--- src/rtl/irq_cfg_pkg.sv ---
package irq_cfg_pkg;

    // =====================================================================
    // Sizes
    // =====================================================================
    localparam int SRC_COUNT = 5;
    localparam int REG_COUNT = 5;

    // =====================================================================
    // Register indexes
    // =====================================================================
    localparam logic [2:0] IDX_ENABLE   = 3'h0;
    localparam logic [2:0] IDX_PRIORITY = 3'h1;
    localparam logic [2:0] IDX_STATUS   = 3'h2;
    localparam logic [2:0] IDX_ACCUM    = 3'h3;
    localparam logic [2:0] IDX_BREG     = 3'h4;

    // =====================================================================
    // Field positions
    // =====================================================================
    localparam int GLOBAL_EN_POS = 7;
    localparam int CARRY_POS     = 7;
    localparam logic [2:0] SRC_EXT0   = 3'h0;
    localparam logic [2:0] SRC_TIMER0 = 3'h1;
    localparam logic [2:0] SRC_EXT1   = 3'h2;
    localparam logic [2:0] SRC_TIMER1 = 3'h3;
    localparam logic [2:0] SRC_UART   = 3'h4;

    // =====================================================================
    // Implemented bits and values after reset
    // =====================================================================
    localparam logic [7:0] ENABLE_IMPL_MASK   = 8'h9F;
    localparam logic [7:0] PRIORITY_IMPL_MASK = 8'h1F;
    localparam logic [7:0] FULL_MASK          = 8'hFF;
    localparam logic [7:0] ENABLE_RESET       = 8'h00;
    localparam logic [7:0] PRIORITY_RESET     = 8'h00;
    localparam logic [7:0] STATUS_RESET       = 8'h00;
    localparam logic [7:0] ACCUM_RESET        = 8'h00;
    localparam logic [7:0] BREG_RESET         = 8'h00;

    // =====================================================================
    // Types
    // =====================================================================
    typedef enum logic [1:0] {BYTE_MOVE, BYTE_AND, BYTE_OR, BYTE_XOR} byte_op_t;

    typedef struct packed {
        logic [2:0] index;
        logic [2:0] pos;
    } bit_addr_t;

    typedef struct packed {
        logic       valid;
        logic       high;
        logic [2:0] source;
    } irq_req_t;

endpackage

--- src/rtl/interrupt_enable_priority_regs.sv ---
`timescale 1ns/1ns
module interrupt_enable_priority_regs
    import irq_cfg_pkg::*;
(
    input  wire logic       clk,
    input  wire logic       reset,
    input  wire logic       byteWrite,
    input  wire logic [2:0] byteAddr,
    input  wire logic [7:0] byteData,
    input  wire byte_op_t   byteOp,
    input  wire logic       bitWrite,
    input  wire bit_addr_t  bitAddr,
    input  wire logic       bitData,
    input  wire logic [2:0] readAddr,
    input  wire bit_addr_t  bitReadAddr,
    input  wire logic       carryWrite,
    input  wire logic       carryIn,
    input  wire logic       ext0Flag,
    input  wire logic       timer0Flag,
    input  wire logic       ext1Flag,
    input  wire logic       timer1Flag,
    input  wire logic       uartTxDoneFlag,
    input  wire logic       uartRxDoneFlag,
    output logic      [7:0] readData,
    output logic            bitReadData,
    output logic            carryFlag,
    output irq_req_t        irqRequest
);

    // =====================================================================
    // Helpers
    // =====================================================================
    function automatic logic [7:0] implMask(input logic [2:0] idx);
        case (idx)
            IDX_ENABLE:   implMask = ENABLE_IMPL_MASK;
            IDX_PRIORITY: implMask = PRIORITY_IMPL_MASK;
            default:      implMask = FULL_MASK;
        endcase
    endfunction

    function automatic logic [7:0] resetValue(input logic [2:0] idx);
        case (idx)
            IDX_ENABLE:   resetValue = ENABLE_RESET;
            IDX_PRIORITY: resetValue = PRIORITY_RESET;
            IDX_STATUS:   resetValue = STATUS_RESET;
            IDX_ACCUM:    resetValue = ACCUM_RESET;
            default:      resetValue = BREG_RESET;
        endcase
    endfunction

    function automatic logic [7:0] applyOp(
        input logic [7:0] old,
        input logic [7:0] data,
        input byte_op_t   op
    );
        case (op)
            BYTE_AND: applyOp = old & data;
            BYTE_OR:  applyOp = old | data;
            BYTE_XOR: applyOp = old ^ data;
            default:  applyOp = data;
        endcase
    endfunction

    function automatic logic [2:0] firstSet(input logic [SRC_COUNT-1:0] vec);
        firstSet = 3'h0;
        for (int i = SRC_COUNT - 1; i >= 0; i--) begin
            if (vec[i]) begin
                firstSet = 3'(i);
            end
        end
    endfunction

    // =====================================================================
    // Register file
    // =====================================================================
    logic [7:0]           sfr      [REG_COUNT];
    logic [7:0]           next_sfr [REG_COUNT];
    logic [SRC_COUNT-1:0] srcFlags;
    logic [SRC_COUNT-1:0] srcEnable;
    logic [SRC_COUNT-1:0] srcHigh;
    logic [SRC_COUNT-1:0] reqHigh;
    logic [SRC_COUNT-1:0] reqLow;
    logic                 globalIrqEnable;
    logic                 anyHigh;
    logic                 anyLow;
    logic [7:0]           statusOpResult;
    logic [7:0]           statusAfterCarry;

    genvar r;
    generate
        for (r = 0; r < REG_COUNT; r++) begin : g_reg
            localparam logic [2:0] IDX = 3'(r);

            // Core carry first, then byte access, then bit access
            always_comb begin
                next_sfr[r] = sfr[r];
                if (IDX == IDX_STATUS && carryWrite) begin
                    next_sfr[r][CARRY_POS] = carryIn;
                end
                if (byteWrite && byteAddr == IDX) begin
                    next_sfr[r] = applyOp(next_sfr[r], byteData, byteOp);
                end
                if (bitWrite && bitAddr.index == IDX) begin
                    next_sfr[r][bitAddr.pos] = bitData;
                end
                // Unimplemented bits stay zero
                next_sfr[r] = next_sfr[r] & implMask(IDX);
            end

            always_ff @(posedge clk or posedge reset) begin
                if (reset) begin
                    sfr[r] <= resetValue(IDX);
                end else begin
                    sfr[r] <= next_sfr[r];
                end
            end
        end
    endgenerate

    // Status value a same-cycle byte operation works on
    always_comb begin
        statusAfterCarry = sfr[IDX_STATUS];
        if (carryWrite) begin
            statusAfterCarry[CARRY_POS] = carryIn;
        end
    end
    assign statusOpResult = applyOp(statusAfterCarry, byteData, byteOp);
    assign carryFlag      = sfr[IDX_STATUS][CARRY_POS];

    // =====================================================================
    // Read port
    // =====================================================================
    always_ff @(posedge clk or posedge reset) begin
        if (reset) begin
            readData <= 8'h00;
        end else if (readAddr < 3'(REG_COUNT)) begin
            readData <= sfr[readAddr];
        end else begin
            readData <= 8'h00;
        end
    end

    always_ff @(posedge clk or posedge reset) begin
        if (reset) begin
            bitReadData <= 1'b0;
        end else if (bitReadAddr.index < 3'(REG_COUNT)) begin
            bitReadData <= sfr[bitReadAddr.index][bitReadAddr.pos];
        end else begin
            bitReadData <= 1'b0;
        end
    end

    // =====================================================================
    // Request gating and arbitration
    // =====================================================================
    assign srcFlags = {uartTxDoneFlag | uartRxDoneFlag, timer1Flag, ext1Flag,
                       timer0Flag, ext0Flag};
    assign srcEnable       = sfr[IDX_ENABLE][SRC_COUNT-1:0];
    assign srcHigh         = sfr[IDX_PRIORITY][SRC_COUNT-1:0];
    assign globalIrqEnable = sfr[IDX_ENABLE][GLOBAL_EN_POS];

    genvar s;
    generate
        for (s = 0; s < SRC_COUNT; s++) begin : g_src
            assign reqHigh[s] = srcFlags[s] & srcEnable[s] & globalIrqEnable & srcHigh[s];
            assign reqLow[s]  = srcFlags[s] & srcEnable[s] & globalIrqEnable & ~srcHigh[s];
        end
    endgenerate

    assign anyHigh = |reqHigh;
    assign anyLow  = |reqLow;

    always_ff @(posedge clk or posedge reset) begin
        if (reset) begin
            irqRequest <= '0;
        end else if (anyHigh) begin
            irqRequest <= '{valid: 1'b1, high: 1'b1, source: firstSet(reqHigh)};
        end else if (anyLow) begin
            irqRequest <= '{valid: 1'b1, high: 1'b0, source: firstSet(reqLow)};
        end else begin
            irqRequest <= '0;
        end
    end
endmodule

--- config.mk ---
export PLATFORM = sky130hd
export DESIGN_NAME = interrupt_enable_priority_regs
export DESIGN_NICKNAME = d
export VERILOG_FILES = /design/src/rtl/irq_cfg_pkg.sv /design/src/rtl/interrupt_enable_priority_regs.sv
export SDC_FILE = /design/constraint.sdc
export NUM_CORES = 1
export LEC_CHECK = 0
export ABC_AREA = 1
export ABC_CLOCK_PERIOD_IN_PS = 2550
export BUFFER_PORTS_ARGS = -buffer_cell sky130_fd_sc_hd__buf_4
export CAP_MARGIN = 20
export CORE_MARGIN = 2
export CORE_UTILIZATION = 45
export DETAILED_ROUTE_END_ITERATION = 7
export GPL_ROUTABILITY_DRIVEN = 0
export PLACE_DENSITY_LB_ADDON = 0.08
export REMOVE_ABC_BUFFERS = 1
export SLEW_MARGIN = 20
export SYNTH_ARGS = -nofsm -noshare
export SYNTH_HDL_FRONTEND = slang
export SYNTH_SLANG_ARGS = --single-unit
--- constraint.sdc ---
create_clock -name clk -period 2.55 [get_ports clk]
set_input_delay 0.255 -clock clk [delete_from_list [all_inputs] [get_ports clk]]
set_output_delay 0.255 -clock clk [all_outputs]
set_load 0.02 [all_outputs]
==> summary.md <==
| Metric | Value |
|---|---|
| # setup viols final | 0 |
| Setup TNS | 0 ns |
| Minimum clock period | 1.71 ns |
| Number of synthesized register bits | 49 |
| Clk pwr share | 21.3% |
| Critical Path AT | 1.94 ns |
| Antenna violations before repair | 0 |
| Worst vdd ir | 0.000379 V |
| Post-synth top area cell | dfrtp_1 |
| Gate power share | 39.9% |
| Switch share | 41.4% |
| Starting Density | 46.7% |
| Outcome | complete, no violations |
| Sw Pwr | 0.00124 W |
| DRC errors left | 0 |
| MaxCap Viol Count | 0 |
| Setup crit start kind | flop |
| Clock sinks | 49 |
| Final hold vios | 0 |
| Min-Delay Path Class | in -> async |
| Fin nets | 871 |
| Worst-Margin Slew | 0.758 ns |
| Top delay family on crit path | simple AND/OR/NAND/NOR gates |
| Synthesized instance count | 712 |
| Seq/Total Area, Yosys | 25.3% |
| DP HPWL | 11600 um |
| Top-area cell type share of the netlist area | 25.3% |
| Row count | 37 |
| Largest net degree at the start of global routing | 36 |
| Pwr dens | 547 nW/um2 |
| Leak pwr | 2.89 nW |
| Pre-antenna DRT Iters | 6 |
| Clock transition at the registers of the reported paths | 0.10 ns |
| WP buf/inv | 1 |
| CTS Hold Bufs | 0 |
| Post-CTS sizing | 0 |
| First-pass GRT wire length | 25700 um |
| Kind of critical path | reg -> reg |
| Port Buffers | 55 |
| Multi-input logic area | 3080 um2 |
| Period utilization | 66.9% |
| Layout cells sized above 1 | 11.0% |
| Yosys cell types | 32 |
| CP required | 2.78 ns |
| Non-filler cells, final | 897 |
| Total GRT Usage | 29.1% |
| Fmax | 586 MHz |
| Detail Route Antenna Nets | 0 |
| Dpl ws | 0.746 ns |
| Worst-Skew Late Latency | 0.34 ns |
| Setup crit end kind | flop |
| Die extent in y | 108 um |
| Syn Area/Cell | 6.80 um2 |
| Clock Path Buffers | 2 |
| Num CTS Buffers | 5 |
| Die area | 11600 um2 |
| Post-CTS setup buffer count | 0 |
| CTS tree | built |
| Slowest-stage cell, CP | dfrtp_1 |
| Initial DRC count | 342 |
| RSZ-0062 raised after global routing | no |
| YS warnings | 0 |
| Vias in the first global route | 4808 |
| Worst setup margin | 0.844 ns |
| Via-per-instance ratio | 5.71 |
| DR WL/cell | 18.1 um |
| Crit-path cells | inv_1, nor3_1, nand2_1, nand3b_1, o31ai_1 |
| Seq pwr share | 38.8% |
| Post-Syn Area | 4840 um2 |
| Synth-to-layout area growth | 13.3% |
| Core Area | 10400 um2 |
| Wirelength, routed | 16200 um |
| Max incr delay on CP | 0.65 ns |
| Vias | 5121 |
| Total gr overflow | 0 |
| Fill count | 1030 |
| DP Cell Count | 889 |
| Diodes inserted | 0 |
| CP max FO | 12 |
| Rel. slew slack | 49.3% |
| P_int | 0.00176 W |
| Total area of sequential cells | 1230 um2 |
| Final clock skew | 0.00671 ns |
| Die Width | 108 um |
| Pins over their slew limit | 0 |
| Root Driver | clkbuf_8 |
| H-tree depth | 2 |
| Ranking of synthesized cells by area | dfrtp_1 25%, ha_1 18%, nand2_1 14% |
| I/O pin count | 56 |
## state kept, by name, indices dropped and copies added, names as in the netlist
signal / count
sfr: 33
readData: 8
irqRequest: 5
bitReadData: 1
carryFlag: 1
globalIrqEnable: 1
## cell families (layout without fill, tap and decap cells)
| logic type | after synthesis | in the layout | share of synthesized area (%) |
|---|---|---|---|
| fa+ha+maj | 70 | 70 | 18.1 |
| simple gates | 325 | 325 | 28.9 |
| compound gates | 136 | 136 | 16.6 |
| flops | 49 | 49 | 25.3 |
| buf+inv | 132 | 181 | 11.1 |
## routing by layer
metal / vias to the layer above / global-route usage [%] / share of wire (%)
li1: 2460 / - / -
met1: 2404 / 39.2 / 44
met2: 216 / 47.5 / 46
met3: 41 / 4.54 / 7.2
met4: 0 / 10.1 / 2.8
met5: - / 0 / 0
## layout make-up
| class | count | share of cell area (%) |
|---|---|---|
| multi-input combinational | 531 | 56.1 |
| tap | 136 | 3.10 |
| inverter | 109 | 7.46 |
| clock inverter | 2 | 0.684 |
| sequential | 49 | 22.4 |
| clock buffer | 6 | 1.51 |
| timing repair buffer | 64 | 8.76 |
## cells in the mapped netlist, drive strengths merged
cell / count
o211ai: 14
nand3b: 3
or2: 8
nand2: 183
o31ai: 2
nor3b: 2
nand4: 14
o32ai: 1
o2111ai: 3
o21ai: 45
a21oi: 24
a22oi: 6
nand3: 58
o22ai: 34
buf: 17
ha: 70
inv: 107
nor3: 10
clkbuf: 6
clkinv: 2
a31oi: 7
nor2: 47
dfrtp: 49
## stage by stage
| stage | area (um2) | hold slack, ns | utilization [%] | total power [W] |
|---|---|---|---|---|
| 2_1_floorplan | 4710 | 0.355 | - | 0.00190 |
| 3_3_place_gp | 5370 | 0.395 | 51.7 | 0.00231 |
| 3_5_place_dp | 5370 | 0.389 | 51.7 | 0.00235 |
| 4_1_cts | 5490 | 0.0231 | 52.9 | 0.00300 |
| 5_1_grt | 5490 | 0.0515 | 52.9 | 0.00323 |
| 6_report | 5490 | 0.00178 | 52.9 | 0.00300 |
## final timing paths
check | depth (start not counted) | to | from | slack (ns)
worst max-delay path | 5 | irqRequest[0] | globalIrqEnable | 0.84
worst min-delay path | 2 | bitReadData | reset | 0.002
worst max register to register | 5 | irqRequest[0] | globalIrqEnable | 0.84
worst min register to register | 2 | sfr[0] | sfr[0] | 0.60
max in group asynchronous | 3 | sfr[17] | reset | 1.89
min in group clk | 3 | bitReadData | bitReadAddr[2] | 0.13
## cells in the final DEF (no fill, tap or decap), types with 24 or more instances in the layout
master,synthesis,final
nand2_1,182,182
inv_1,106,105
ha_1,70,70
buf_4,3,64
nand3_1,57,57
dfrtp_1,49,49
nor2_1,45,45
o21ai_0,39,39
o22ai_1,34,34
a21oi_1,24,24
## power groups by stage
stage / clock, W / combinational [W] / sequential [W]
final: 0.000638 / 0.00120 / 0.00116
after global routing: 0.000681 / 0.00136 / 0.00119
after CTS: 0.000654 / 0.00119 / 0.00116
after detailed placement: 0 / 0.00118 / 0.00117
after global placement: 0 / 0.00114 / 0.00116
after floorplan: 0 / 0.000737 / 0.00116
Note: power is estimated with default switching activity, not from simulation.
